### config.mk
export PLATFORM = sky130hd
export DESIGN_NAME = ncq_abort_device_flat
export DESIGN_NICKNAME = d
export VERILOG_FILES = /design/src/hw/ncq_abort_pkg.sv /design/src/hw/ncq_abort_if.sv /design/src/hw/ncq_abort_device.sv /design/src/flat_wrapper.sv
export SDC_FILE = /design/constraint.sdc
export NUM_CORES = 1
export LEC_CHECK = 0
export BUFFER_PORTS_ARGS = -buffer_cell sky130_fd_sc_hd__buf_2
export CORE_MARGIN = 10
export CORE_UTILIZATION = 25
export CTS_CLUSTER_SIZE = 16
export DETAILED_ROUTE_END_ITERATION = 7
export GPL_TIMING_DRIVEN = 0
export PLACE_DENSITY = 0.51
export RECOVER_POWER = 50
export SETUP_SLACK_MARGIN = 0.3
export SLEW_MARGIN = 20
export SYNTH_ARGS = -nofsm -noshare
export SYNTH_HDL_FRONTEND = slang
export SYNTH_SLANG_ARGS = --single-unit
### constraint.sdc
create_clock -name MCLK_IN -period 2.5 [get_ports MCLK_IN]
set_input_delay 0.125 -clock MCLK_IN [delete_from_list [all_inputs] [get_ports MCLK_IN]]
set_output_delay 0.125 -clock MCLK_IN [all_outputs]
set_load 0.01 [all_outputs]
### src/hw/ncq_abort_pkg.sv
// constants shared by the queued abort device end and its host end
// Behaviour
// - opcode 63h selects queued non-data family
// - feature bits 3-0 select subcommand, 0h abort
// - abort type taken from feature bits 7-4
// - host places unique tag in count 7-3
// - host tags stay within reported queue depth
// - target tag in number 7-3, within depth
// - target tag checked only for type 3h
// - type 0h cancels every outstanding command
// - 1h streaming only, 2h non-streaming only
// - type 3h cancels the one target tag
// - supported type completes successfully unless aborted below
// - completion bits set for abort and cancelled
// - completion may report other finished commands
// - queuing disabled gives command aborted
// - target equal to own tag is aborted
// - invalid target tag number is aborted
// - unsupported abort type is aborted
// - supported types published in log 12h
package ncq_abort_pkg;
	localparam logic [7:0] CMD_NCQ_NON_DATA = 8'h63;
	localparam logic [3:0] SUB_ABORT = 4'h0;
	localparam logic [3:0] TYPE_ALL = 4'h0;
	localparam logic [3:0] TYPE_STREAM = 4'h1;
	localparam logic [3:0] TYPE_NONSTREAM = 4'h2;
	localparam logic [3:0] TYPE_SELECTED = 4'h3;
	localparam logic [7:0] LOG_NCQ_NON_DATA = 8'h12;
	// supported abort types, one bit per type code
	localparam logic [15:0] TYPES_SUPPORTED = 16'h000F;
	localparam int SUB_LSB = 0;
	localparam int TYPE_LSB = 4;
	localparam int TAG_LSB = 3;
	// status and error bit positions
	localparam int ST_ERR = 0;
	localparam int ST_DSC = 4;
	localparam int ST_DF = 5;
	localparam int ST_RDY = 6;
	localparam int ST_BSY = 7;
	localparam int ER_ABT = 2;
	// host apb register offsets
	localparam logic [7:0] REG_CTRL = 8'h00;
	localparam logic [7:0] REG_CMD = 8'h04;
	localparam logic [7:0] REG_RESULT = 8'h08;
	localparam logic [7:0] REG_ACT = 8'h0C;
	localparam logic [7:0] REG_IRQ_STAT = 8'h10;
	localparam logic [7:0] REG_IRQ_MASK = 8'h14;
	localparam logic [7:0] REG_LOG = 8'h18;
endpackage

### src/hw/ncq_abort_if.sv
// link between host command issuer and device abort handler
`timescale 1ns/1ps
`default_nettype none
interface ncq_abort_if;
	logic cmd_valid; // one-cycle command pulse from host
	logic [7:0] cmd_opcode;
	logic [7:0] cmd_feature;
	logic [7:0] cmd_count;
	logic [7:0] cmd_number;
	logic cmd_ready; // device idle, command accepted
	logic done_valid; // one-cycle completion pulse
	logic [7:0] done_status;
	logic [7:0] done_error;
	logic sdb_valid; // one-cycle completion bits pulse
	logic [31:0] sdb_act;
	logic [15:0] log_types; // published abort types
	modport host (
		output cmd_valid, cmd_opcode, cmd_feature, cmd_count, cmd_number,
		input cmd_ready, done_valid, done_status, done_error, sdb_valid, sdb_act, log_types
	);
	modport device (
		input cmd_valid, cmd_opcode, cmd_feature, cmd_count, cmd_number,
		output cmd_ready, done_valid, done_status, done_error, sdb_valid, sdb_act, log_types
	);
endinterface
`default_nettype wire

### src/hw/ncq_abort_device.sv
// device end: decodes queued non-data command and runs queue abort
//
// Added by the designer: the APB register port and the register offsets.
`timescale 1ns/1ps
`default_nettype none
module ncq_abort_device #(
	parameter int QDEPTH = 32
) (
	input wire logic MCLK_IN,
	input wire logic RSTN_IN,
	ncq_abort_if.device LINK,
	input wire logic NCQ_ENABLE_IN, // queuing enabled setting
	input wire logic [31:0] OUTSTANDING_IN, // queued commands in flight
	input wire logic [31:0] STREAMING_IN, // which of them are streaming
	input wire logic [31:0] FINISHED_IN, // commands finished meanwhile
	output logic [31:0] CANCEL_OUT, // one-cycle cancel strobe per tag
	output logic [7:0] STATUS_OUT, // last status flags
	output logic [7:0] ERROR_OUT // last error flags
);
	typedef enum logic [1:0] {IDLE, EXEC, REPLY} state_t;
	state_t state_q; // sequencer state
	logic [7:0] feat_q; // captured feature: type high, subcommand low
	logic [7:0] count_q; // captured count: own tag in the top five bits
	logic [7:0] number_q; // captured number: target tag in the top five bits
	logic [7:0] opc_q; // captured opcode
	logic [31:0] cancel_d; // tags to cancel for this command
	logic [31:0] done_mask_d; // completion bits to report on success
	logic fail_d; // command must be answered as aborted
	logic [4:0] tag; // tag of the abort command itself
	logic [4:0] ttag; // target tag, meaningful for selected abort only
	logic [3:0] atype; // requested abort type
	logic is_exec; // decision cycle, answer registered at its end

	////////////////////////////////////////////////////////////////
	// helper functions

	// five-bit tag from the top of a count or number byte
	function automatic logic [4:0] tag_field(input logic [7:0] field);
		return field[7:ncq_abort_pkg::TAG_LSB];
	endfunction

	// one bit per type code in the published list
	function automatic logic type_supported(input logic [3:0] t);
		return ncq_abort_pkg::TYPES_SUPPORTED[t];
	endfunction

	// ready always set, then either error or seek complete
	function automatic logic [7:0] status_word(input logic failed);
		logic [7:0] s;
		s = 8'h00;
		s[ncq_abort_pkg::ST_RDY] = 1'b1;
		if (failed) begin
			s[ncq_abort_pkg::ST_ERR] = 1'b1;
		end else begin
			s[ncq_abort_pkg::ST_DSC] = 1'b1;
		end
		// busy and device fault are never reported with an answer
		s[ncq_abort_pkg::ST_BSY] = 1'b0;
		s[ncq_abort_pkg::ST_DF] = 1'b0;
		return s;
	endfunction

	// only the abort bit is ever reported by this block
	function automatic logic [7:0] error_word(input logic failed);
		logic [7:0] e;
		e = 8'h00;
		e[ncq_abort_pkg::ER_ABT] = failed;
		return e;
	endfunction

	// queue subset named by a supported type other than selected
	function automatic logic [31:0] type_set(input logic [3:0] t, input logic [31:0] outst,
		input logic [31:0] strm);
		logic [31:0] m;
		m = 32'h00000000;
		case (t)
			ncq_abort_pkg::TYPE_ALL: m = outst;
			ncq_abort_pkg::TYPE_STREAM: m = outst & strm;
			ncq_abort_pkg::TYPE_NONSTREAM: m = outst & ~strm;
			default: m = 32'h00000000;
		endcase
		return m;
	endfunction

	////////////////////////////////////////////////////////////////
	// field extraction from the captured command
	assign tag = tag_field(count_q);
	assign ttag = tag_field(number_q);
	assign atype = feat_q[7:ncq_abort_pkg::TYPE_LSB];
	assign is_exec = (state_q == EXEC);
	// ready only while idle; a command offered in exec or reply is not taken
	assign LINK.cmd_ready = (state_q == IDLE);
	// the list is a constant, so the host may read it before any abort
	assign LINK.log_types = ncq_abort_pkg::TYPES_SUPPORTED;

	// validity and cancel set, from the captured fields and the live queue image
	always_comb begin
		fail_d = 1'b0;
		cancel_d = 32'h00000000;
		// checks run in a fixed order; the first one that trips decides
		if (opc_q != ncq_abort_pkg::CMD_NCQ_NON_DATA) begin
			fail_d = 1'b1; // foreign opcode is refused too
		end else if (feat_q[3:ncq_abort_pkg::SUB_LSB] != ncq_abort_pkg::SUB_ABORT) begin
			fail_d = 1'b1; // other subcommands belong elsewhere
		end else if (!NCQ_ENABLE_IN) begin
			fail_d = 1'b1;
		end else if (!type_supported(atype)) begin
			fail_d = 1'b1;
		end else if (atype == ncq_abort_pkg::TYPE_SELECTED) begin
			if (ttag == tag) begin
				fail_d = 1'b1;
			end else if (32'(ttag) >= 32'(QDEPTH)) begin
				fail_d = 1'b1;
			end else begin
				// a target that is not outstanding still completes, cancelling nothing
				cancel_d[ttag] = OUTSTANDING_IN[ttag];
			end
		end else begin
			// target tag ignored here, even when it equals the own tag
			cancel_d = type_set(atype, OUTSTANDING_IN, STREAMING_IN);
		end
		// finished commands ride along on the same completion bits
		done_mask_d = cancel_d | FINISHED_IN;
		done_mask_d[tag] = 1'b1;
	end

	////////////////////////////////////////////////////////////////
	// command capture and sequencing
	always_ff @(posedge MCLK_IN or negedge RSTN_IN) begin
		if (!RSTN_IN) begin
			state_q <= IDLE;
			feat_q <= 8'h00;
			count_q <= 8'h00;
			number_q <= 8'h00;
			opc_q <= 8'h00;
		end else begin
			case (state_q)
				IDLE: begin
					if (LINK.cmd_valid) begin
						opc_q <= LINK.cmd_opcode;
						feat_q <= LINK.cmd_feature;
						count_q <= LINK.cmd_count;
						number_q <= LINK.cmd_number;
						state_q <= EXEC;
					end
				end
				EXEC: state_q <= REPLY;
				REPLY: state_q <= IDLE;
				default: state_q <= IDLE;
			endcase
		end
	end

	////////////////////////////////////////////////////////////////
	// answer path; every output below is a flop loaded at the end of exec

	// cancel strobe: one cycle, only on success, so a refused abort touches nothing
	always_ff @(posedge MCLK_IN or negedge RSTN_IN) begin
		if (!RSTN_IN) begin
			CANCEL_OUT <= 32'h00000000;
		end else if (is_exec && !fail_d) begin
			CANCEL_OUT <= cancel_d;
		end else begin
			CANCEL_OUT <= 32'h00000000;
		end
	end

	// completion pulse for every command, good or refused
	always_ff @(posedge MCLK_IN or negedge RSTN_IN) begin
		if (!RSTN_IN) begin
			LINK.done_valid <= 1'b0;
		end else begin
			LINK.done_valid <= is_exec;
		end
	end

	// status and error words travel with the pulse and hold until the next one
	always_ff @(posedge MCLK_IN or negedge RSTN_IN) begin
		if (!RSTN_IN) begin
			LINK.done_status <= 8'h00;
			LINK.done_error <= 8'h00;
		end else if (is_exec) begin
			LINK.done_status <= status_word(fail_d);
			LINK.done_error <= error_word(fail_d);
		end
	end

	// completion bits only on success; a refused command sends none
	always_ff @(posedge MCLK_IN or negedge RSTN_IN) begin
		if (!RSTN_IN) begin
			LINK.sdb_valid <= 1'b0;
		end else begin
			LINK.sdb_valid <= is_exec && !fail_d;
		end
	end

	// completion bit vector holds its last value between pulses
	always_ff @(posedge MCLK_IN or negedge RSTN_IN) begin
		if (!RSTN_IN) begin
			LINK.sdb_act <= 32'h00000000;
		end else if (is_exec && !fail_d) begin
			LINK.sdb_act <= done_mask_d;
		end
	end

	// local copy of the last result for the rest of the drive
	always_ff @(posedge MCLK_IN or negedge RSTN_IN) begin
		if (!RSTN_IN) begin
			STATUS_OUT <= 8'h00;
			ERROR_OUT <= 8'h00;
		end else if (is_exec) begin
			STATUS_OUT <= status_word(fail_d);
			ERROR_OUT <= error_word(fail_d);
		end
	end
endmodule
`default_nettype wire

### src/flat_wrapper.sv
// flat-port wrapper written by rule: the top's interface ports become plain ports
module ncq_abort_device_flat 
#(
	parameter int QDEPTH = 32
)
  (MCLK_IN, RSTN_IN, NCQ_ENABLE_IN, OUTSTANDING_IN, STREAMING_IN, FINISHED_IN, CANCEL_OUT, STATUS_OUT, ERROR_OUT, LINK_cmd_valid, LINK_cmd_opcode, LINK_cmd_feature, LINK_cmd_count, LINK_cmd_number, LINK_cmd_ready, LINK_done_valid, LINK_done_status, LINK_done_error, LINK_sdb_valid, LINK_sdb_act, LINK_log_types);
  ncq_abort_if LINK_i ();
  input wire logic MCLK_IN;
  input wire logic RSTN_IN;
  input wire logic NCQ_ENABLE_IN;
  input wire logic [31:0] OUTSTANDING_IN;
  input wire logic [31:0] STREAMING_IN;
  input wire logic [31:0] FINISHED_IN;
  output logic [31:0] CANCEL_OUT;
  output logic [7:0] STATUS_OUT;
  output logic [7:0] ERROR_OUT;
  input wire logic [$bits(LINK_i.cmd_valid)-1:0] LINK_cmd_valid;
  input wire logic [$bits(LINK_i.cmd_opcode)-1:0] LINK_cmd_opcode;
  input wire logic [$bits(LINK_i.cmd_feature)-1:0] LINK_cmd_feature;
  input wire logic [$bits(LINK_i.cmd_count)-1:0] LINK_cmd_count;
  input wire logic [$bits(LINK_i.cmd_number)-1:0] LINK_cmd_number;
  output wire logic [$bits(LINK_i.cmd_ready)-1:0] LINK_cmd_ready;
  output wire logic [$bits(LINK_i.done_valid)-1:0] LINK_done_valid;
  output wire logic [$bits(LINK_i.done_status)-1:0] LINK_done_status;
  output wire logic [$bits(LINK_i.done_error)-1:0] LINK_done_error;
  output wire logic [$bits(LINK_i.sdb_valid)-1:0] LINK_sdb_valid;
  output wire logic [$bits(LINK_i.sdb_act)-1:0] LINK_sdb_act;
  output wire logic [$bits(LINK_i.log_types)-1:0] LINK_log_types;
  assign LINK_i.cmd_valid = LINK_cmd_valid;
  assign LINK_i.cmd_opcode = LINK_cmd_opcode;
  assign LINK_i.cmd_feature = LINK_cmd_feature;
  assign LINK_i.cmd_count = LINK_cmd_count;
  assign LINK_i.cmd_number = LINK_cmd_number;
  assign LINK_cmd_ready = LINK_i.cmd_ready;
  assign LINK_done_valid = LINK_i.done_valid;
  assign LINK_done_status = LINK_i.done_status;
  assign LINK_done_error = LINK_i.done_error;
  assign LINK_sdb_valid = LINK_i.sdb_valid;
  assign LINK_sdb_act = LINK_i.sdb_act;
  assign LINK_log_types = LINK_i.log_types;
  ncq_abort_device #(.QDEPTH(QDEPTH)) u_core (.MCLK_IN(MCLK_IN), .RSTN_IN(RSTN_IN), .LINK(LINK_i), .NCQ_ENABLE_IN(NCQ_ENABLE_IN), .OUTSTANDING_IN(OUTSTANDING_IN), .STREAMING_IN(STREAMING_IN), .FINISHED_IN(FINISHED_IN), .CANCEL_OUT(CANCEL_OUT), .STATUS_OUT(STATUS_OUT), .ERROR_OUT(ERROR_OUT));
endmodule
==> PnR_summary.wiki, run 1 <==
{| class="wikitable"
! Metric !! Value
|-
| Run status || finished clean
|-
| DRC viols || 0
|-
| Initial Util || 0.2536
|-
| Total met3 wirelength after detailed routing || 1897 um
|-
| CTS tree || built
|-
| Element type at the critical path end || flip-flop
|-
| Worst Setup Start Kind || flip-flop
|-
| Min setup slack post-route || 0.1564 ns
|-
| Hold Fails Final Rpt || 0
|-
| Max-cap check violation count || 0
|-
| Total number of yosys warnings || 0
|-
| First-pass GRT wire length || 35180 um
|-
| RSZ-0062 raised after global routing || true
|-
| Area of the core region || 21760 um2
|-
| H-Tree Level Count || 3
|-
| Final GP Congestion || 0.8874
|-
| Number of enable-type register cells in the synthesized netlist || 0
|-
| Post-Place Cells || 1068
|-
| Max layer used || met4
|-
| Crit path arrival time || 2.56 ns
|-
| Highest net fanout along the worst path || 7
|-
| Number of global-route vias before repair || 5640
|-
| Total congestion overflow || 0
|-
| Number of antenna violations at the first check in global routing || 2
|-
| Count of vias placed by the detailed router || 5318
|-
| Max IR drop VDD || 0.2275 mV
|-
| Antenna violation net count after detailed routing || 0
|-
| Slowest cell on crit path || dfrtp_1
|-
| Number of library cell types mapped by synthesis || 56
|-
| Power consumption || 5.256 mW
|-
| Share of the synthesized area in the top cell type || 0.4400
|-
| Root buf cell || clkbuf_16
|-
| Share of the clock period used by the worst path after layout || 0.9375
|-
| Clock insertion delay at the later pin of the skew report || 0.35 ns
|-
| Total met2 wirelength after detailed routing || 11460 um
|-
| Share of layout cells above drive strength 1 || 0.4104
|-
| Relative slew margins || 0.1698
|-
| Syn Std Cell Area || 5517 um2
|-
| Number of setup violations in the final report || 0
|-
| HPWL reported at the end of detailed placement || 18730 um
|-
| Largest net degree at the start of global routing || 51
|-
| Detailed-router iteration count before antenna repair || 5
|-
| Setup slack at placement || -0.1926 ns
|-
| I/O Pins || 247
|-
| Leak || 3.780 nW
|-
| Slew at the pin closest to its max-slew limit || 1.245 ns
|-
| Gate count after technology mapping || 549
|-
| Fraction of the yosys area taken by sequential cells || 0.4400
|-
| Input/output buffers || 200
|-
| Die Area || 28410 um2
|-
| Die height || 168.5 um
|-
| Most frequent cells after synthesis || 97 x dfrtp_1, 64 x a21oi_1, 63 x nor2_1
|-
| Iteration-0 DRC Markers || 378
|-
| CP peak stage delay || 0.37 ns
|-
| Final std cells w/o fill || 1125
|-
| Post-synthesis cell type with the largest combined area || dfrtp_1
|-
| Final critical-path required period || 2.344 ns
|-
| Die Width || 168.5 um
|-
| Share of flip-flops with an asynchronous set or reset after synthesis || 1.000
|-
| PwrDens || 649.6 nW/um2
|-
| CP most frequent cell || buf_6
|-
| Clock sink count || 97
|-
| Max Slew Vio Count || 0
|-
| Biggest area contributors in the synthesized netlist || dfrtp_1 44%, buf_4 7.1%, mux2i_1 6.4%, mux2_2 5.9%, a21oi_1 5.8%
|-
| Layout area overhead || 46.65%
|-
| Overall routed net length || 24480 um
|-
| Fmax || 426.7 MHz
|-
| Finished Cell Area || 8090 um2
|-
| Final core utilization || 0.3719
|-
| Synthesized area divided by synthesized cell count || 10.05 um2
|-
| Library cell with the highest instance count after synthesis || dfrtp_1
|-
| Post-DR vias/cell || 4.727
|-
| TritonCTS Buffers || 9
|-
| CTS Buffer Depth || 2
|-
| Clock transition at path regs || 0.07 ns
|-
| WS Path Type || flip-flop to flip-flop
|-
| Ordered cell list for the critical path || buf_6, buf_4, mux4_2, nor2b_4, a211oi_4, o2111ai_4, buf_6, o211ai_1, a21oi_1
|-
| Endpoint required time on the critical path || 2.72 ns
|-
| Per-cell routed wire length || 21.76 um
|-
| Predominant post-synthesis flop cell || dfrtp_1
|-
| Row cnt || 54
|-
| GRT Resource Usage Total || 0.1640
|-
| Clock Skew || 0.008859 ns
|-
| Placed cell areas || 7044 um2
|-
| Met1 routed wirelength after detailed routing || 10490 um
|-
| Hold WC Path Type || primary input to flip-flop
|-
| Net count reported at finish || 970
|-
| Flip-flop and latch count after synthesis || 97
|}
==> per-stage QoR <==
stage	hold WS, ns	setup TNS [ns]
floorplan	-0.1706	0
global placement	0.3577	-0.6831
detailed placement	0.1014	-1.314
CTS	0.002522	0
global route	0.008751	0
finish	0.006528	0
==> report_power, final <==
group	internal [mW]	switching, mW	total (mW)
clock	0.730	0.616	1.35
sequential	1.69	0.0828	1.77
combinational	0.880	1.26	2.14
==> registers in the layout (all words and copies together) (netlist names) <==
signal                   flops
u_core.LINK.done_valid       1
u_core.number_q              5
u_core.CANCEL_OUT           32
u_core.LINK.sdb_valid        1
u_core.LINK.sdb_act         32
u_core.state_q               2
u_core.count_q               5
u_core.LINK.done_status      3
u_core.feat_q                8
u_core.opc_q                 8
==> path summary, 6_finish.rpt <==
kind	slack (ns)	cells after the start	to	startpoint
worst max-delay path	0.16	9	u_core.LINK.sdb_act[9]$_DFFE_PN0P_	u_core.number_q[4]$_DFFE_PN0P_
max in group asynchronous	0.46	3	u_core.LINK.sdb_act[3]$_DFFE_PN0P_	RSTN_IN
worst min-delay path	0.007	2	u_core.feat_q[3]$_DFFE_PN0P_	LINK_cmd_feature[3]
min in group asynchronous	0.57	2	u_core.CANCEL_OUT[14]$_DFF_PN0_	RSTN_IN
worst max register to register	0.16	9	u_core.LINK.sdb_act[9]$_DFFE_PN0P_	u_core.number_q[4]$_DFFE_PN0P_
worst min register to register	0.46	1	u_core.state_q[1]$_DFFE_PN0P_	u_core.state_q[1]$_DFFE_PN0P_
==> placed cells by master, fill, tap and decap left out, types with 28 or more instances in the layout <==
master	netlist	final
buf_2	7	140
dfrtp_1	97	96
clkbuf_1	20	79
buf_4	52	63
a21oi_1	64	58
nor2_1	63	52
conb_1	2	40
mux2i_1	35	32
mux2_2	29	29
nand2_1	28	28
==> critical path, delay by kind of cell, from the launching register on <==
kind	cells	cell delay (ns)
AO/OA/AOI/OAI	4	0.86
buffers and inverters	3	0.49
multiplexers	1	0.33
AND/OR/NAND/NOR	1	0.16
flip-flops	1	0.37
==> layout make-up <==
| class | instances | area, um2 |
|---|---|---|
| clock inverters | 2 | 12.51 |
| fillers | 2272 | 13670 |
| flip-flops and latches | 97 | 2429 |
| inverters | 3 | 16.27 |
| repair buffers | 240 | 1378 |
| multi-input cells | 401 | 2960 |
| plain buffers | 86 | 675.6 |
| diodes | 2 | 5.005 |
| clock buffers | 14 | 264.0 |
| well taps | 280 | 350.3 |
==> timing repair <==
action | 4_1_cts | 5_1_grt
buffers inserted | 17 | 4
cloned | 3 | 3
pin swaps | 15 | 14
endpoints found under the hold margin | 58 | 0
resized for setup | 63 | 54
setup endpoints to repair | 66 | 76
hold buffers | 12 | 0
==> cell families after synthesis <==
logic type / count (synthesis) / synth area share
xor gates and xnor gates: 5 / 0.007940
other: 2 / 0.001361
AOI/OAI and AO/OA: 129 / 0.1651
muxes: 68 / 0.1377
and+or+nand+nor: 159 / 0.1449
buffers and inverters: 89 / 0.1030
DFF: 97 / 0.4400
==> routing by layer <==
layer	global-route usage	vias to the layer above
met4	0.06207	0
met3	0.04794	36
met5	0	-
li1	-	2471
met1	0.2056	2570
met2	0.2610	241
(Power assumes the default switching activity.)
==> run 2: changes to the inputs <==
==> constraint.sdc (replaced) <==
create_clock -name MCLK_IN -period 2.55 [get_ports MCLK_IN]
set_input_delay 0.1275 -clock MCLK_IN [delete_from_list [all_inputs] [get_ports MCLK_IN]]
set_output_delay 0.1275 -clock MCLK_IN [all_outputs]
set_load 0.01 [all_outputs]
==> run 2 against run 1 <==
Critical path depth unchanged. Non-clock buffer count decreased by 6. Count of clock-buffer cells in the layout is the same. Flip-flop and latch count did not move. Sequential power decreased by 2%. Routed wire length fell by 1.0%. Critical path type unchanged. Highest routed layer unchanged.
==> PnR_summary.wiki, run 2 (synthesized netlist as in run 1, its figures left out) <==
{| class="wikitable"
! Metric !! Value
|-
| Input/output buffers || 200 (unchanged)
|-
| Iteration-0 DRC Markers || 376 (-0.53%)
|-
| Share of layout cells above drive strength 1 || 0.4062 (-0.004226)
|-
| CP peak stage delay || 0.37 ns (about the same)
|-
| Final GP Congestion || 0.8874 (unchanged)
|-
| CP bufs+invs || 3 (unchanged)
|-
| Element type at the critical path end || flip-flop
|-
| RSZ-0062 raised after global routing || true
|-
| Clock sink count || 97 (unchanged)
|-
| CTS tree || built
|-
| Leak || 3.734 nW (-1.2%)
|-
| Layout area overhead || 44.50%
|-
| Hold WC Path Type || primary input to flip-flop
|-
| Number of antenna violations at the first check in global routing || 2 (unchanged)
|-
| Critical R2R Capture || u_core.LINK.sdb_act[9]$_DFFE_PN0P_
|-
| Clock insertion delay at the later pin of the skew report || 0.35 ns (about the same)
|-
| Relative slew margins || 0.1576 (-0.01221)
|-
| WS Path Type || flip-flop to flip-flop
|-
| Die Width || 168.5 um (unchanged)
|-
| Number of setup violations in the final report || 0 (unchanged)
|-
| Area of the core region || 21760 um2 (unchanged)
|-
| Clock transition at path regs || 0.07 ns (about the same)
|-
| HPWL reported at the end of detailed placement || 18730 um (unchanged)
|-
| Endpoint required time on the critical path || 2.77 ns (+0.05 ns)
|-
| Critical path's top delay family || compound AO/OA/AOI/OAI gates
|-
| Slew at the pin closest to its max-slew limit || 1.264 ns (+0.01832 ns)
|-
| Worst reg-to-reg path cell count || 9 (unchanged)
|-
| First-pass GRT wire length || 34650 um (-1.5%)
|-
| Fmax || 427.7 MHz (+0.23%)
|-
| Final critical-path required period || 2.338 ns (-0.005330 ns)
|-
| Number of global-route vias before repair || 5555 (-1.5%)
|-
| Max Slew Vio Count || 0 (unchanged)
|-
| Detailed-router iteration count before antenna repair || 6 (+1)
|-
| DRC viols || 0 (unchanged)
|-
| Highest net fanout along the worst path || 7 (unchanged)
|-
| Final core utilization || 0.3664 (-0.005464)
|-
| GRT Resource Usage Total || 0.1614 (-0.002636)
|-
| PwrDens || 650.1 nW/um2 (about the same)
|-
| Max IR drop VDD || 0.2321 mV (+2.0%)
|-
| Clock Skew || 0.009187 ns (+0.0003278 ns)
|-
| Critical path destination || u_core.LINK.sdb_act[9]$_DFFE_PN0P_
|-
| Row cnt || 54 (unchanged)
|-
| H-Tree Level Count || 3 (unchanged)
|-
| Leading cell type in the layout, fill and taps excluded || buf_2
|-
| TritonCTS Buffers || 9 (unchanged)
|-
| Overall routed net length || 24240 um (-1.0%)
|-
| CP most frequent cell || buf_6
|-
| Largest net degree at the start of global routing || 51 (unchanged)
|-
| Ordered cell list for the critical path || buf_6, buf_4, mux4_2, nor2b_4, a211oi_4, o2111ai_4, buf_6, o211ai_1, a21oi_1
|-
| FF-to-FF setup slack || 0.21 ns (+0.06 ns)
|-
| Power consumption || 5.182 mW (-1.4%)
|-
| Die height || 168.5 um (unchanged)
|-
| RR Startpoint || u_core.number_q[4]$_DFFE_PN0P_
|-
| Antenna violation net count after detailed routing || 0 (unchanged)
|-
| Worst Setup Start Kind || flip-flop
|-
| Crit path arrival time || 2.56 ns (about the same)
|-
| Root buf cell || clkbuf_16
|-
| CTS Buffer Depth || 2 (unchanged)
|-
| Run status || finished clean
|-
| Post-DR vias/cell || 4.729 (about the same)
|-
| CP Depth || 9 (unchanged)
|-
| Initial Util || 0.2536 (unchanged)
|-
| Hold Fails Final Rpt || 0 (unchanged)
|-
| Biggest registers after layout || u_core.CANCEL_OUT x32, u_core.LINK.sdb_act x32
|-
| Die Area || 28410 um2 (unchanged)
|-
| Slowest cell on crit path || dfrtp_1
|-
| I/O Pins || 247 (unchanged)
|-
| Per-cell routed wire length || 21.66 um (-0.47%)
|-
| CP Launch Point || u_core.number_q[4]$_DFFE_PN0P_
|-
| Count of vias placed by the detailed router || 5292 (-0.49%)
|-
| Total congestion overflow || 0 (unchanged)
|-
| Commonest cells after routing, fill and taps aside || 141 x buf_2, 96 x dfrtp_1, 79 x clkbuf_1
|-
| Max-cap check violation count || 0 (unchanged)
|-
| Net count reported at finish || 964 (-0.62%)
|-
| Share of the clock period used by the worst path after layout || 0.9170 (-0.02047)
|}
==> run 2: changes by cell type in the layout (fill, tap and decap cells not counted), sizes merged <==
cell         delta
dlygate4sd3     -6
buf             +2
bufbuf          -1
clkbuf          -1
clkinv          -1
inv             +1
==> run 2: report_power, final <==
group | total, mW | switching, mW | leakage [nW] | internal (mW)
Clock | 1.32 | 0.605 | 0.133 | 0.716
Sequential | 1.73 | 0.0810 | 1.28 | 1.65
Combinational | 2.13 | 1.23 | 2.32 | 0.895
==> run 2: repair_timing <==
item,4_1_cts,5_1_grt
gates resized for setup,42,63
hold endpoints to repair,52,0
hold buffers,6,0
buffers inserted,16,7
pin swaps,11,19
cloned,2,2
endpoints found under the setup margin,66,65
==> run 2: how the worst min path moves through the flow <==
stage	startpoint	to	slack, ns	cells after the start
floorplan	RSTN_IN	u_core.CANCEL_OUT[0]$_DFF_PN0_	-0.17	0
global placement	LINK_cmd_feature[0]	u_core.feat_q[0]$_DFFE_PN0P_	0.36	2
detailed placement	RSTN_IN	u_core.CANCEL_OUT[14]$_DFF_PN0_	0.10	1
CTS	LINK_cmd_opcode[6]	u_core.opc_q[6]$_DFFE_PN0P_	0.0002	2
global route	LINK_cmd_opcode[7]	u_core.opc_q[7]$_DFFE_PN0P_	0.006	2
finish	LINK_cmd_opcode[7]	u_core.opc_q[7]$_DFFE_PN0P_	0.005	2
==> run 2: area by class of cell <==
| type | count | area, um2 |
|---|---|---|
| Fill cell | 2272 | 13780 |
| Multi-Input combinational cell | 401 | 2950 |
| Sequential cell | 97 | 2429 |
| Timing Repair Buffer | 234 | 1292 |
| Buffer | 86 | 651.9 |
| Tap cell | 280 | 350.3 |
| Clock buffer | 14 | 264.0 |
| Inverter | 3 | 16.27 |
| Clock inverter | 2 | 12.51 |
| Antenna cell | 2 | 5.005 |
==> run 2: metal layers <==
layer	part of all wire	vias to the layer above	GRT usage
li1	-	2452	-
met1	0.42	2564	0.2051
met2	0.47	247	0.2569
met3	0.085	29	0.04377
met4	0.022	0	0.05867
met5	0	-	0
==> run 2: through the flow <==
| step | cells | setup slack, ns | hold WS [ns] | area (um2) | TNS (ns) |
|---|---|---|---|---|---|
| after global placement | 1067 | -0.08475 | 0.3602 | 7010 | -0.1381 |
| after global routing | 1119 | 0.1045 | 0.006098 | 7971 | 0 |
| after floorplan | 587 | 0.5097 | -0.1681 | 5659 | 0 |
| after detailed placement | 1068 | -0.1426 | 0.1039 | 7044 | -0.6412 |
| final | 1119 | 0.2117 | 0.005051 | 7971 | 0 |
| after CTS | 1108 | 0.2354 | 0.0001530 | 7707 | 0 |
==> run 3: changes to the inputs <==
--- a/config.mk
+++ b/config.mk
@@ -8,9 +8,11 @@
 export BUFFER_PORTS_ARGS = -buffer_cell sky130_fd_sc_hd__buf_2
 export CORE_MARGIN = 10
 export CORE_UTILIZATION = 25
+export CTS_CLUSTER_DIAMETER = 30
 export CTS_CLUSTER_SIZE = 16
 export DETAILED_ROUTE_END_ITERATION = 7
 export GPL_TIMING_DRIVEN = 0
+export MAX_ROUTING_LAYER = met4
 export PLACE_DENSITY = 0.51
 export RECOVER_POWER = 50
 export SETUP_SLACK_MARGIN = 0.3
==> run 3 against run 2 <==
Combinational power barely moved. Count of clock-buffer cells in the layout unchanged. Cell area fell by 1.7%. Flip-flop and latch count unchanged. Routed wire length shrank 1.3%. Via count is 1.2% lower. Setup slack worse by 0.052 ns. Final cell count fell by 0.27%. Critical path depth fell by 2. Critical endpoint unchanged.
==> PnR_summary.wiki, run 3 (synthesized netlist as in run 1, its figures left out) <==
{| class="wikitable"
! Metric !! Value
|-
| Detailed-router iteration count before antenna repair || 4 (-2)
|-
| TritonCTS Buffers || 9 (unchanged)
|-
| Root buf cell || clkbuf_16
|-
| First-pass GRT wire length || 34700 um (+0.14%)
|-
| Biggest registers after layout || u_core.CANCEL_OUT x32, u_core.LINK.sdb_act x32
|-
| Overall routed net length || 23920 um (-1.3%)
|-
| Clock sink count || 97 (unchanged)
|-
| Final core utilization || 0.3600 (-0.006384)
|-
| Clock insertion delay at the later pin of the skew report || 0.35 ns (about the same)
|-
| CTS tree || built
|-
| Clock Skew || 0.007607 ns (-0.001581 ns)
|-
| Net count reported at finish || 961 (-0.31%)
|-
| Final GP Congestion || 0.9022 (+1.7%)
|-
| Antenna violation net count after detailed routing || 0 (unchanged)
|-
| Relative slew margins || 0.1598 (+0.002164)
|-
| Largest net degree at the start of global routing || 51 (unchanged)
|-
| Slew at the pin closest to its max-slew limit || 1.258 ns (-0.005967 ns)
|-
| Row cnt || 54 (unchanged)
|-
| GRT Resource Usage Total || 0.1661 (+0.004738)
|-
| Share of layout cells above drive strength 1 || 0.3909 (-0.01533)
|-
| Die Area || 28410 um2 (unchanged)
|-
| CTS Buffer Depth || 2 (unchanged)
|-
| Placed cell areas || 7044 um2 (unchanged)
|-
| Input/output buffers || 200 (unchanged)
|-
| Clock power frac || 0.256 (about the same)
|-
| Element type at the critical path end || flip-flop
|-
| PwrDens || 659.0 nW/um2 (+1.4%)
|-
| Leading cell type in the layout, fill and taps excluded || buf_2
|-
| Commonest cells after routing, fill and taps aside || 140 x buf_2, 96 x dfrtp_1, 82 x clkbuf_1
|-
| H-Tree Level Count || 3 (unchanged)
|-
| Max Slew Vio Count || 0 (unchanged)
|-
| WS Path Type || flip-flop to flip-flop
|-
| Number of global-route vias before repair || 5552 (-0.054%)
|-
| Min setup slack post-route || 0.1600 ns (-0.05166 ns)
|-
| Worst Setup Start Kind || flip-flop
|-
| Run status || finished clean
|-
| Switching pwr || 1.908 mW (-0.54%)
|-
| Internal power consumption || 3.254 mW (-0.33%)
|-
| Number of antenna violations at the first check in global routing || 2 (unchanged)
|-
| Die Width || 168.5 um (unchanged)
|-
| Endpoint required time on the critical path || 2.77 ns (about the same)
|-
| Post-DR vias/cell || 4.686 (-0.91%)
|-
| Iteration-0 DRC Markers || 405 (+7.7%)
|-
| Per-cell routed wire length || 21.43 um (-1.1%)
|-
| Number of fillers in the final layout || 2288 (+0.70%)
|-
| Switching Fraction || 0.3696 (-0.0005056)
|-
| Max IR drop VDD || 0.2443 mV (+5.3%)
|-
| Fmax || 418.4 MHz (-2.2%)
|-
| Initial Util || 0.2536 (unchanged)
|-
| Leak || 3.686 nW (-1.3%)
|-
| Crit path arrival time || 2.61 ns (+0.05 ns)
|-
| Hold WC Path Type || primary input to flip-flop
|-
| Post-Place Cells || 1068 (unchanged)
|-
| FF-to-FF setup slack || 0.16 ns (-0.05 ns)
|-
| Die height || 168.5 um (unchanged)
|-
| HPWL reported at the end of detailed placement || 18730 um (unchanged)
|-
| Final std cells w/o fill || 1116 (-0.27%)
|-
| DRC viols || 0 (unchanged)
|-
| Max-cap check violation count || 0 (unchanged)
|-
| Count of vias placed by the detailed router || 5230 (-1.2%)
|-
| Hold Fails Final Rpt || 0 (unchanged)
|-
| Part of the total power dissipated in combinational logic || 0.408 (-0.002)
|-
| Final critical-path required period || 2.390 ns (+0.05166 ns)
|-
| Share of the clock period used by the worst path after layout || 0.9372 (+0.02026)
|-
| I/O Pins || 247 (unchanged)
|-
| Setup slack at placement || -0.1426 ns (unchanged)
|-
| Clock transition at path regs || 0.06 ns (about the same)
|-
| RSZ-0062 raised after global routing || true
|-
| Number of setup violations in the final report || 0 (unchanged)
|-
| Finished Cell Area || 7833 um2 (-1.7%)
|-
| Total congestion overflow || 0 (unchanged)
|-
| Area of the core region || 21760 um2 (unchanged)
|-
| Highest net fanout along the worst path || 6 (-1)
|-
| Sequential share of power || 0.336 (about the same)
|-
| Layout area overhead || 41.98%
|}
==> run 3: cell types whose count changed in the layout (fill, tap and decap cells not counted), moves of 2 or more <==
| cell | change |
|---|---|
| a21oi_2 | +2 |
| a22oi_2 | -3 |
| nor2_1 | +4 |
| a22oi_1 | +3 |
| buf_4 | -2 |
| buf_12 | -3 |
| clkbuf_1 | +3 |
| clkbuf_16 | -2 |
| nor2_2 | -3 |
| buf_8 | +3 |
==> run 3: final timing paths <==
kind                                                     start                                  to  cells after the start
worst max-delay path            u_core.number_q[3]$_DFFE_PN0P_  u_core.LINK.sdb_act[9]$_DFFE_PN0P_                      7
max in group asynchronous                              RSTN_IN     u_core.CANCEL_OUT[23]$_DFF_PN0_                      3
worst min-delay path                         LINK_cmd_count[4]       u_core.count_q[4]$_DFFE_PN0P_                      2
worst min register to register   u_core.state_q[1]$_DFFE_PN0P_       u_core.state_q[1]$_DFFE_PN0P_                      1
min in group asynchronous                              RSTN_IN     u_core.CANCEL_OUT[14]$_DFF_PN0_                      2
worst max register to register  u_core.number_q[3]$_DFFE_PN0P_  u_core.LINK.sdb_act[9]$_DFFE_PN0P_                      7
==> run 3: routing by layer <==
layer | track usage | share of wire | up-vias
li1 | - | - | 2442
met1 | 0.2107 | 0.44 | 2546
met2 | 0.2563 | 0.48 | 211
met3 | 0.03636 | 0.063 | 31
met4 | 0.05867 | 0.021 | 0
met5 | - | 0 | -
==> run 3: layout make-up <==
cell class / count / area (um2) / share of cell area
multi-input cells: 401 / 2899 / 0.3701
flip-flops and latches: 97 / 2429 / 0.3101
repair buffers: 231 / 1224 / 0.1562
plain buffers: 86 / 635.6 / 0.08115
well taps: 280 / 350.3 / 0.04473
clock buffers: 14 / 264.0 / 0.03371
inverters: 3 / 13.76 / 0.001757
clock inverters: 2 / 12.51 / 0.001597
diodes: 2 / 5.005 / 0.0006390
==> run 3: metrics by stage <==
step           hold WS (ns)  setup TNS, ns  power [mW]
2_1_floorplan       -0.1681              0       2.875
3_3_place_gp         0.3602        -0.1381       3.431
3_5_place_dp         0.1039        -0.6412       3.448
4_1_cts           0.0001530              0       5.040
5_1_grt            0.004857              0       5.423
6_report           0.005547              0       5.161
==> run 3: timing repair <==
| action | CTS | global route |
|---|---|---|
| pin swaps | 11 | 18 |
| gates resized for setup | 42 | 43 |
| gates cloned | 2 | 0 |
| endpoints found under the setup margin | 66 | 65 |
| hold buffers | 6 | 0 |
| hold endpoints to repair | 52 | 0 |
| buffers inserted | 16 | 6 |
==> run 3: worst max-delay path: stages (launching register included) <==
cell,delay (ns)
dfrtp_2,0.43
mux4_2,0.56
nor2b_4,0.16
a211oi_4,0.27
o2111ai_4,0.23
buf_6,0.19
o211ai_1,0.30
a21oi_1,0.12
==> run 3: power by group through the flow <==
stage                     Sequential [mW]  Combinational, mW  Clock [mW]
after floorplan                      1.73               1.14           0
after global placement               1.76               1.68           0
after detailed placement             1.76               1.69           0
after CTS                            1.73               1.95        1.35
after global routing                 1.75               2.25        1.42
final                                1.73               2.10        1.32
